$ cat src/hw/tx_seq_map.svh
// Offsets, lengths, field positions and timing counts of the transmit sequencer.
// Assumes the 40 MHz block clock and a 1920 kHz modulation data strobe.
`ifndef TX_SEQ_MAP_SVH
`define TX_SEQ_MAP_SVH

`define CLK_KHZ          40000
`define STROBE_KHZ       1920
`define TICKS_PER_SEC    1920000
`define CHIP_SAMPLES     8
`define UNCODED_US       66
`define LEN_CODE16       (16 * `CHIP_SAMPLES)
`define LEN_UNCODED      ((`UNCODED_US * `STROBE_KHZ + 999) / 1000)
`define LEN_CODE64       (64 * `CHIP_SAMPLES)
`define LEN_CODE128      (128 * `CHIP_SAMPLES)
`define BASE_CODE1       11'h000
`define BASE_CODE2       11'h080
`define BASE_UNCODED     11'h100
`define BASE_CODE64      11'h180
`define BASE_CODE128     11'h380
`define PROFILE_HOLD_NS  500
`define PROFILE_HOLD_CYC ((`PROFILE_HOLD_NS * `CLK_KHZ + 999999) / 1000000)
`define ZERO_PROFILE     2'h3
`define FLAG_REF         0
`define FLAG_IRQ         1
`define FLAG_TX          2
`define RX_NIBBLES       3'h4

`endif

$ cat src/hw/tx_seq_pkg.sv
// Types shared by the transmit sequencer files.
// Numeric constants live in tx_seq_map.svh.
package tx_seq_pkg;

	typedef enum logic [2:0] {
		WAVE_CODE1   = 3'h0,
		WAVE_CODE2   = 3'h1,
		WAVE_UNCODED = 3'h2,
		WAVE_CODE64  = 3'h3,
		WAVE_CODE128 = 3'h4
	} wave_sel_e;

	typedef enum logic [1:0] {
		PH_LINEAR  = 2'h0,
		PH_PLUS90  = 2'h1,
		PH_MINUS90 = 2'h2
	} phase_mode_e;

	typedef enum logic [2:0] {
		ST_IDLE  = 3'h1,
		ST_PRIME = 3'h2,
		ST_PLAY  = 3'h4
	} play_state_e;

endpackage

$ cat src/hw/iq_fifo.sv
// Flip-flop FIFO for prefetched I/Q words.
// Assumes one clock; the writer honours in_ready_o.
`timescale 1ns/1ps

module iq_fifo #(
	parameter int W     = 24,
	parameter int DEPTH = 32
) (
	// Clock and reset
	input  wire logic         clk_i,
	input  wire logic         rst_b_i,
	// Fill side
	input  wire logic         in_valid_i,
	input  wire logic [W-1:0] in_data_i,
	output logic              in_ready_o,
	// Drain side
	output logic              out_valid_o,
	output logic [W-1:0]      out_data_o,
	input  wire logic         out_ready_i
);

	localparam int PW = $clog2(DEPTH);
	localparam int CW = $clog2(DEPTH + 1);

	logic [W-1:0]  mem_r [DEPTH];
	logic [PW-1:0] wr_r;
	logic [PW-1:0] rd_r;
	logic [CW-1:0] cnt_r;
	logic          push;
	logic          pop;

	assign in_ready_o  = (cnt_r != CW'(DEPTH));
	assign out_valid_o = (cnt_r != '0);
	assign out_data_o  = mem_r[rd_r];
	assign push        = in_valid_i & in_ready_o;
	assign pop         = out_ready_i & out_valid_o;

	always_ff @(posedge clk_i) begin
		if (push) begin
			mem_r[wr_r] <= in_data_i;
		end
	end

	always_ff @(posedge clk_i or negedge rst_b_i) begin
		if (!rst_b_i) begin
			wr_r  <= '0;
			rd_r  <= '0;
			cnt_r <= '0;
		end else begin
			if (push) begin
				wr_r <= (wr_r == PW'(DEPTH - 1)) ? '0 : wr_r + 1'b1;
			end
			if (pop) begin
				rd_r <= (rd_r == PW'(DEPTH - 1)) ? '0 : rd_r + 1'b1;
			end
			if (push && !pop) begin
				cnt_r <= cnt_r + 1'b1;
			end else if (pop && !push) begin
				cnt_r <= cnt_r - 1'b1;
			end
		end
	end

endmodule

$ cat src/hw/tx_timing_modulation_sequencer.sv
// Timing and modulation sequencer of the two-channel transmitter.
// Assumes flash answers a read one cycle after flash_rd_o; strobe and PPS arrive asynchronously.
`timescale 1ns/1ps
`include "tx_seq_map.svh"

module tx_timing_modulation_sequencer #(
	parameter int DW            = 12,
	parameter int AW            = 11,
	parameter int TW            = 21,
	parameter int TM_DEPTH      = 16,
	parameter int FIFO_DEPTH    = 32,
	parameter int TICKS_PER_SEC = `TICKS_PER_SEC
) (
	// Clock and reset
	input  wire logic            clk_i,
	input  wire logic            rst_b_i,
	// Up-converter link
	input  wire logic            modulation_data_strobe_i,
	output logic [2*DW-1:0]      ch_i_o,
	output logic [2*DW-1:0]      ch_q_o,
	output logic [1:0]           profile_sel_o,
	output logic                 ref_pulse_o,
	// Pulse per second, after the inverting buffer
	input  wire logic            pps_b_i,
	// Waveform flash
	output logic                 flash_rd_o,
	output logic [AW-1:0]        flash_addr_o,
	input  wire logic [2*DW-1:0] flash_data_i,
	// Control
	input  wire logic [2:0]      wave_sel_i,
	input  wire logic            oblique_i,
	input  wire logic [1:0]      phase_mode_i,
	input  wire logic [1:0]      op_profile_i,
	input  wire logic            tm_wr_i,
	input  wire logic [3:0]      tm_index_i,
	input  wire logic [TW-1:0]   tm_time_i,
	input  wire logic [2:0]      tm_flags_i,
	output logic                 irq_o,
	output logic                 tx_active_o,
	output logic                 wave_refused_o,
	// Pre-processor nibble path
	input  wire logic [15:0]     rx_data_i,
	input  wire logic            rx_valid_i,
	output logic                 rx_ready_o,
	output logic [3:0]           nibble_o,
	output logic                 nibble_strobe_o
);

	localparam int HOLD = `PROFILE_HOLD_CYC;
	localparam int HW   = $clog2(HOLD + 1);

	logic                   strb_s1_r, strb_s2_r, strb_s3_r;
	logic                   pps_s1_r, pps_s2_r, pps_s3_r;
	logic                   tick;
	logic                   pps_lead;
	logic [TW-1:0]          sec_cnt_r;
	logic [TW-1:0]          tm_time_r [TM_DEPTH];
	logic [2:0]             tm_flags_r [TM_DEPTH];
	logic [TM_DEPTH-1:0]    tm_hit;
	logic [2:0]             fire;
	logic                   ref_pulse_r, irq_r;
	logic [1:0]             prof_r;
	logic [HW-1:0]          hold_r;
	tx_seq_pkg::play_state_e st_r;
	logic [AW-1:0]          play_left_r;
	logic                   tx_active_r, refused_r;
	logic                   start_v, legal;
	logic [AW-1:0]          fetch_left_r;
	logic [AW-1:0]          addr_r;
	logic                   flash_rd_r, rd_d_r, issue;
	logic                   fifo_in_ready, fifo_out_valid, pop;
	logic [2*DW-1:0]        fifo_data;
	logic [DW-1:0]          w_i, w_q;
	logic [DW-1:0]          ch_i_r [2];
	logic [DW-1:0]          ch_q_r [2];
	logic                   out_upd_r;
	logic [15:0]            nib_sr_r;
	logic [2:0]             nib_left_r, nib_left_nxt;
	logic [3:0]             nibble_r;
	logic                   nib_strobe_r, rx_ready_r, accept;

	function automatic logic [AW-1:0] wave_base(input logic [2:0] sel);
		case (sel)
			tx_seq_pkg::WAVE_CODE2:   wave_base = AW'(`BASE_CODE2);
			tx_seq_pkg::WAVE_UNCODED: wave_base = AW'(`BASE_UNCODED);
			tx_seq_pkg::WAVE_CODE64:  wave_base = AW'(`BASE_CODE64);
			tx_seq_pkg::WAVE_CODE128: wave_base = AW'(`BASE_CODE128);
			default:                  wave_base = AW'(`BASE_CODE1);
		endcase
	endfunction

	function automatic logic [AW-1:0] wave_len(input logic [2:0] sel);
		case (sel)
			tx_seq_pkg::WAVE_UNCODED: wave_len = AW'(`LEN_UNCODED);
			tx_seq_pkg::WAVE_CODE64:  wave_len = AW'(`LEN_CODE64);
			tx_seq_pkg::WAVE_CODE128: wave_len = AW'(`LEN_CODE128);
			default:                  wave_len = AW'(`LEN_CODE16);
		endcase
	endfunction

	function automatic logic [DW-1:0] neg(input logic [DW-1:0] x);
		neg = ~x + 1'b1;
	endfunction

	// strobe from master-clock domain
	// The strobe comes from the up-converter's master clock, so it is resynchronised here.
	always_ff @(posedge clk_i or negedge rst_b_i) begin
		if (!rst_b_i) begin
			{strb_s3_r, strb_s2_r, strb_s1_r} <= 3'h0;
		end else begin
			{strb_s3_r, strb_s2_r, strb_s1_r} <= {strb_s2_r, strb_s1_r, modulation_data_strobe_i};
		end
	end

	assign tick = strb_s2_r & ~strb_s3_r;

	always_ff @(posedge clk_i or negedge rst_b_i) begin
		if (!rst_b_i) begin
			{pps_s3_r, pps_s2_r, pps_s1_r} <= 3'h7;
		end else begin
			{pps_s3_r, pps_s2_r, pps_s1_r} <= {pps_s2_r, pps_s1_r, pps_b_i};
		end
	end

	assign pps_lead = pps_s3_r & ~pps_s2_r;

	// second counter
	// With no PPS the counter free-runs and wraps, so the sounder keeps working.
	always_ff @(posedge clk_i or negedge rst_b_i) begin
		if (!rst_b_i) begin
			sec_cnt_r <= '0;
		end else if (pps_lead) begin
			sec_cnt_r <= '0;
		end else if (tick) begin
			sec_cnt_r <= (sec_cnt_r == TW'(TICKS_PER_SEC - 1)) ? '0 : sec_cnt_r + 1'b1;
		end
	end

	for (genvar k = 0; k < TM_DEPTH; k++) begin : gen_tm
		always_ff @(posedge clk_i or negedge rst_b_i) begin
			if (!rst_b_i) begin
				tm_time_r[k]  <= '0;
				tm_flags_r[k] <= 3'h0;
			end else if (tm_wr_i && tm_index_i == 4'(k)) begin
				tm_time_r[k]  <= tm_time_i;
				tm_flags_r[k] <= tm_flags_i;
			end
		end
		assign tm_hit[k] = (tm_time_r[k] == sec_cnt_r);
	end

	always_comb begin
		fire = 3'h0;
		for (int k = 0; k < TM_DEPTH; k++) begin
			if (tm_hit[k] && tick) begin
				fire = fire | tm_flags_r[k];
			end
		end
	end

	// reference pulse and interrupt
	// Both stand for exactly one strobe period.
	always_ff @(posedge clk_i or negedge rst_b_i) begin
		if (!rst_b_i) begin
			ref_pulse_r <= 1'b0;
			irq_r       <= 1'b0;
		end else if (tick) begin
			ref_pulse_r <= fire[`FLAG_REF];
			irq_r       <= fire[`FLAG_IRQ];
		end
	end

	// zero-frequency profile
	// The up-converter clears its own phase; we only hold the zero profile long enough.
	always_ff @(posedge clk_i or negedge rst_b_i) begin
		if (!rst_b_i) begin
			prof_r <= 2'h0;
			hold_r <= '0;
		end else if (fire[`FLAG_REF]) begin
			prof_r <= `ZERO_PROFILE;
			// Count ends at zero, so the zero profile stands exactly HOLD cycles
			hold_r <= HW'(HOLD - 1);
		end else if (hold_r != '0) begin
			hold_r <= hold_r - 1'b1;
		end else begin
			prof_r <= op_profile_i;
		end
	end

	assign legal   = oblique_i | ~((wave_sel_i == tx_seq_pkg::WAVE_CODE64) |
	                               (wave_sel_i == tx_seq_pkg::WAVE_CODE128));
	assign start_v = fire[`FLAG_TX] & (st_r == tx_seq_pkg::ST_IDLE);
	assign pop     = tick & (st_r == tx_seq_pkg::ST_PLAY) & (play_left_r != '0) & fifo_out_valid;

	// pulse playback
	// A start that arrives during a pulse is ignored.
	always_ff @(posedge clk_i or negedge rst_b_i) begin
		if (!rst_b_i) begin
			st_r        <= tx_seq_pkg::ST_IDLE;
			play_left_r <= '0;
			tx_active_r <= 1'b0;
			refused_r   <= 1'b0;
		end else begin
			if (start_v) begin
				refused_r <= ~legal;
			end
			case (st_r)
				tx_seq_pkg::ST_IDLE: begin
					if (start_v && legal) begin
						st_r        <= tx_seq_pkg::ST_PRIME;
						play_left_r <= wave_len(wave_sel_i);
					end
				end
				tx_seq_pkg::ST_PRIME: begin
					if (tick) begin
						st_r        <= tx_seq_pkg::ST_PLAY;
						tx_active_r <= 1'b1;
					end
				end
				tx_seq_pkg::ST_PLAY: begin
					if (tick) begin
						if (play_left_r == '0) begin
							st_r        <= tx_seq_pkg::ST_IDLE;
							tx_active_r <= 1'b0;
						end else begin
							play_left_r <= play_left_r - 1'b1;
						end
					end
				end
				default: begin
					st_r <= tx_seq_pkg::ST_IDLE;
				end
			endcase
		end
	end

	// prefetch from flash
	// One read in flight at a time, so a word never arrives at a full FIFO.
	assign issue = (st_r != tx_seq_pkg::ST_IDLE) & (fetch_left_r != '0) & fifo_in_ready &
	               ~flash_rd_r & ~rd_d_r;

	always_ff @(posedge clk_i or negedge rst_b_i) begin
		if (!rst_b_i) begin
			fetch_left_r <= '0;
			addr_r       <= '0;
			flash_rd_r   <= 1'b0;
			rd_d_r       <= 1'b0;
		end else begin
			flash_rd_r <= issue;
			rd_d_r     <= flash_rd_r;
			if (start_v && legal) begin
				addr_r       <= wave_base(wave_sel_i);
				fetch_left_r <= wave_len(wave_sel_i);
			end else begin
				if (issue) begin
					fetch_left_r <= fetch_left_r - 1'b1;
				end
				if (flash_rd_r) begin
					addr_r <= addr_r + 1'b1;
				end
			end
		end
	end

	iq_fifo #(
		.W     (2 * DW),
		.DEPTH (FIFO_DEPTH)
	) u_fifo (
		.clk_i       (clk_i),
		.rst_b_i     (rst_b_i),
		.in_valid_i  (rd_d_r),
		.in_data_i   (flash_data_i),
		.in_ready_o  (fifo_in_ready),
		.out_valid_o (fifo_out_valid),
		.out_data_o  (fifo_data),
		.out_ready_i (pop)
	);

	// I word high, Q word low
	assign w_i = fifo_data[2*DW-1:DW];
	assign w_q = fifo_data[DW-1:0];

	for (genvar c = 0; c < 2; c++) begin : gen_ch
		logic [DW-1:0] ri, rq;
		always_comb begin
			ri = w_i;
			rq = w_q;
			if (c == 1) begin
				case (phase_mode_i)
					tx_seq_pkg::PH_PLUS90: begin
						ri = neg(w_q);
						rq = w_i;
					end
					tx_seq_pkg::PH_MINUS90: begin
						ri = w_q;
						rq = neg(w_i);
					end
					default: begin
						ri = w_i;
						rq = w_q;
					end
				endcase
			end
		end
		// Underrun sends zero rather than a stale sample
		always_ff @(posedge clk_i or negedge rst_b_i) begin
			if (!rst_b_i) begin
				ch_i_r[c] <= '0;
				ch_q_r[c] <= '0;
			end else if (tick && st_r == tx_seq_pkg::ST_PLAY) begin
				ch_i_r[c] <= pop ? ri : '0;
				ch_q_r[c] <= pop ? rq : '0;
			end
		end
	end

	always_ff @(posedge clk_i or negedge rst_b_i) begin
		if (!rst_b_i) begin
			out_upd_r <= 1'b0;
		end else begin
			out_upd_r <= pop;
		end
	end

	assign accept = rx_valid_i & rx_ready_r;

	always_comb begin
		nib_left_nxt = nib_left_r;
		if (accept) begin
			nib_left_nxt = `RX_NIBBLES;
		end else if (tick && nib_left_r != 3'h0) begin
			nib_left_nxt = nib_left_r - 1'b1;
		end
	end

	always_ff @(posedge clk_i or negedge rst_b_i) begin
		if (!rst_b_i) begin
			nib_sr_r     <= 16'h0;
			nib_left_r   <= 3'h0;
			nibble_r     <= 4'h0;
			nib_strobe_r <= 1'b0;
			rx_ready_r   <= 1'b0;
		end else begin
			nib_left_r   <= nib_left_nxt;
			rx_ready_r   <= (nib_left_nxt == 3'h0);
			nib_strobe_r <= 1'b0;
			if (accept) begin
				nib_sr_r <= rx_data_i;
			end else if (tick && nib_left_r != 3'h0) begin
				nibble_r     <= nib_sr_r[15:12];
				nib_sr_r     <= {nib_sr_r[11:0], 4'h0};
				nib_strobe_r <= 1'b1;
			end
		end
	end

	assign ch_i_o          = {ch_i_r[1], ch_i_r[0]};
	assign ch_q_o          = {ch_q_r[1], ch_q_r[0]};
	assign profile_sel_o   = prof_r;
	assign ref_pulse_o     = ref_pulse_r;
	assign irq_o           = irq_r;
	assign flash_rd_o      = flash_rd_r;
	assign flash_addr_o    = addr_r;
	assign tx_active_o     = tx_active_r;
	assign wave_refused_o  = refused_r;
	assign rx_ready_o      = rx_ready_r;
	assign nibble_o        = nibble_r;
	assign nibble_strobe_o = nib_strobe_r;
endmodule

$ cat config.mk
export PLATFORM = sky130hd
export DESIGN_NAME = tx_timing_modulation_sequencer
export DESIGN_NICKNAME = d
export VERILOG_FILES = /design/src/hw/tx_seq_pkg.sv /design/src/hw/iq_fifo.sv /design/src/hw/tx_timing_modulation_sequencer.sv
export VERILOG_INCLUDE_DIRS = /design/src /design/src/hw
export SDC_FILE = /design/constraint.sdc
export NUM_CORES = 2
export LEC_CHECK = 0
export ABC_CLOCK_PERIOD_IN_PS = 4250
export BUFFER_PORTS_ARGS = -buffer_cell sky130_fd_sc_hd__buf_2
export CAP_MARGIN = 25
export CORE_ASPECT_RATIO = 1.25
export CORE_MARGIN = 5
export CORE_UTILIZATION = 35
export CTS_BUF_LIST = sky130_fd_sc_hd__clkbuf_4 sky130_fd_sc_hd__clkbuf_8 sky130_fd_sc_hd__clkbuf_16
export DETAILED_ROUTE_END_ITERATION = 12
export GPL_TIMING_DRIVEN = 0
export PLACE_DENSITY = 0.56
export SETUP_SLACK_MARGIN = 0.4
export SYNTH_ARGS = -nofsm -noshare
export SYNTH_HDL_FRONTEND = slang
export SYNTH_HIERARCHICAL = 1
export SYNTH_SLANG_ARGS = --single-unit
$ cat constraint.sdc
create_clock -name clk_i -period 4.25 [get_ports clk_i]
set_input_delay 0.2125 -clock clk_i [delete_from_list [all_inputs] [get_ports clk_i]]
set_output_delay 0.2125 -clock clk_i [all_outputs]
set_load 0.005 [all_outputs]
==> summary.txt <==
Yosys
  – Post-synthesis instance total: 3,792
  – Ys flop type: edfxtp_1
  – Syn Area/Cell: 15.0 µm²
  – Netlist Area Pre-Place: 56,800 µm²
  – Yosys reg bits: 1,317
  – Unique masters post-synth: 74
  – Synth warnings: 6
  – Post-synth EDFFs: 768
  – Sequential fraction of the synthesis area: 64.8%
  – Ys async rst share: 41.7%
  – Post-Syn Nets: 3,900

Floorplanning
  – FP Rows: 165
  – IO Count: 154
  – Die Span X: 370 µm
  – Die Span Y: 460 µm
  – Die ar.: 170,000 µm²
  – Effective utilization at floorplan: 35.2%
  – Core area: 161,000 µm²

Clock network
  – Clk root buf: clkbuf_16
  – Worst skew pair latency: 0.81 ns
  – H-tree levels: 4
  – CTS tree: done
  – CTS Buf Count: 143
  – Clock Sinks: 1,317
  – Clk buf depth: 3
  – Clock-pin slew on the worst setup and hold paths: 0.06 ns

Timing
  – Worst Skew: 0.0622 ns
  – Max-slew violations: 0
  – Unrepaired setup endpoints after global routing: yes
  – Final worst setup slack: 0.260 ns
  – # setup viols final: 0
  – Worst Tran Pin Value: 1.12 ns
  – Period minus WS final: 3.99 ns
  – Total negative slack: 0 ns
  – Final period util: 93.9%
  – Slew headroom: 24.1%
  – Fmax achieved: 251 MHz
  – Final Hold Vio Count: 0

Global routing
  – First-pass GRT wire length: 256,000 µm
  – Initial antenna violation count: 4
  – Largest net degree at the start of global routing: 117
  – Vias in the first global route: 36,100
  – Remaining global-route overflow: 0
  – GRT Total Usage: 20.7%

Placement
  – Port buffer count: 153
  – Dpl hpwl: 120,000 µm
  – GP Congestion: 0.884
  – Dpl ws: -2.95 ns
  – Post-Place Cell Area: 60,700 µm²

Layout
  – Most common cell after layout, fill and taps aside: edfxtp_1
  – Final Util: 42.0%
  – Highest-count cells in the layout ignoring fill and taps: edfxtp_1 (768), dfrtp_1 (543), mux2_2 (391)
  – # nets final: 4,345
  – Design Area, Final: 67,800 µm²
  – Area Growth Syn to Fin: 19.4%
  – Fraction of layout cells with a size suffix above 1: 28.3%

Power and ir drop
  – P_leak: 0.0250 µW
  – Peak supply drop: 364 µV
  – Power Dens Cells: 473 nW/µm²

Drt
  – Via count: 35,300
  – Initial DRT Pass Iterations: 5
  – WL per Instance: 27.5 µm
  – Post-route antenna net violation count: 0
  – DR vias/cell: 5.41
  – Iter 0 DRT Violations: 2,845
  – Drt total wl: 180,000 µm
  – DRC violation count after routing: 0

Critical path
  – CP most frequent cell: buf_12
  – Crit Path Max Fanout: 8
  – Kind of critical path: flip-flop to flip-flop
  – Crit. End Element: flip-flop
  – Kind of cell adding the most delay to the critical path: simple AND/OR/NAND/NOR gates
  – Crit. path cell count: 13
  – Startpoint Class: flip-flop
  – Register-to-Register Path Depth: 13
  – WP buf/inv: 2
  – WP data required: 4.92 ns
  – Worst path slowest cell: or4_4
  – WP data arrival: 4.66 ns
  – Critical-path cell list: buf_12 -> buf_12 -> mux4_2 -> a22oi_2 -> nand4_1 -> or4_4 -> or3_4 -> nor3_4 -> xnor2_1 -> a22oi_1 -> nor2_1 -> a21oi_1 -> o21ai_1
  – Slowest stage delay, CP: 0.58 ns

Hold path
  – Min-Delay Path Class: primary input to flip-flop
  – Hold Path Depth: 1

Run
  – Max-cap viol count: 0

Run status
  – Status: complete, no violations
[path summary, 6_finish.rpt]
kind                                       start                   end  slack (ns)
worst max-delay path              u_fifo/rd_r[0]            ch_q_o[22]        0.26
worst min-delay path            flash_data_i[14]  u_fifo/mem_r[20][14]        0.04
worst max register to register    u_fifo/rd_r[0]            ch_q_o[22]        0.26
worst min register to register         strb_s1_r             strb_s2_r        0.35
max in group asynchronous                rst_b_i             ch_q_o[1]        1.67
min in group asynchronous                rst_b_i         sec_cnt_r[14]        0.38
[synthesized netlist by cell type (all sizes together), types with 12 or more instances]
cell type,number,area (µm²)
edfxtp,768,23100
dfrtp,545,13600
mux2,391,4400
xor2,245,2150
mux2i,219,2190
a22oi,168,1260
nand2,145,549
clkbuf,134,503
xnor2,130,1140
nor2,127,479
buf,104,582
nand4,104,651
o21ai,104,520
nor4,101,632
mux4,96,2160
nand3,72,360
a21oi,42,210
inv,40,150
nor3,30,150
ha,25,313
a22o,23,201
or3,16,100
nand2b,14,87.6
or4,14,109
and3,12,75.1
[what timing repair did]
item / 4_1_cts / 5_1_grt
endpoints found under the setup margin: 104 / 23
setup buffers: 35 / 23
hold buffers: 75 / 0
gates resized for setup: 203 / 58
pin swaps: 27 / 17
cloned: 2 / 0
hold endpoints to repair: 576 / 0
[metal layers]
metal  vias to the layer above  GRT usage (%)  routed length (µm)
met5                         -              0                   0
met4                         0           9.82                9720
met3                       347           3.41               10400
met2                      1330           35.9               89400
met1                     18400           25.3               70200
li1                      15200              -                   -
[kinds of logic (layout without fill, tap and decap cells)]
| group | after synthesis | count (layout) | share of synthesized area, % |
|---|---|---|---|
| fa+ha+maj | 26 | 26 | 0.586 |
| other cells | 0 | 1 | 0 |
| compound gates | 399 | 399 | 4.80 |
| xor+xnor | 375 | 375 | 5.79 |
| buf+inv | 278 | 838 | 2.18 |
| simple gates | 691 | 691 | 6.38 |
| mux | 706 | 706 | 15.4 |
| flops | 1317 | 1317 | 64.8 |
[per-stage QoR]
| stage | instances | power, µW | hold WS (ns) |
|---|---|---|---|
| 2_1_floorplan | 3792 | 18000 | -0.0831 |
| 3_3_place_gp | 6116 | 19300 | 0.322 |
| 3_5_place_dp | 6128 | 19400 | 0.216 |
| 4_1_cts | 6500 | 32300 | 0.0112 |
| 5_1_grt | 6523 | 33300 | 0.0303 |
| 6_report | 6524 | 32100 | 0.0356 |
[registers in the layout (all words and copies together), names as in the netlist, 2 cells and up]
| name | count |
|---|---|
| u_fifo/wr_r | 5 |
| play_left_r | 11 |
| ch_i_o | 24 |
| fetch_left_r | 11 |
| u_fifo/mem_r | 768 |
| st_r | 3 |
| u_fifo/rd_r | 5 |
| nib_sr_r | 16 |
| nibble_o | 4 |
| tm_flags_r | 48 |
| ch_q_o | 24 |
| u_fifo/cnt_r | 6 |
| profile_sel_o | 2 |
| sec_cnt_r | 21 |
| nib_left_r | 3 |
| hold_r | 5 |
| tm_time_r | 336 |
| flash_addr_o | 11 |
[layout make-up]
class	count	area (µm²)
Fill cell	14800	93700
Tap cell	2171	2720
Sequential cell	1317	36800
Buffer	238	1490
Antenna cell	1	2.50
Clock inverter	54	731
Inverter	40	154
Clock buffer	206	4190
Multi-Input combinational cell	2197	19400
Timing Repair Buffer	300	2250
[power by group]
group	total, µW	internal [µW]	switching, µW
sequential	15600	14700	849
combinational	3770	1740	2020
clock	12800	7350	5400
total	32100	23800	8270
Power figures use the tool's default switching activity.
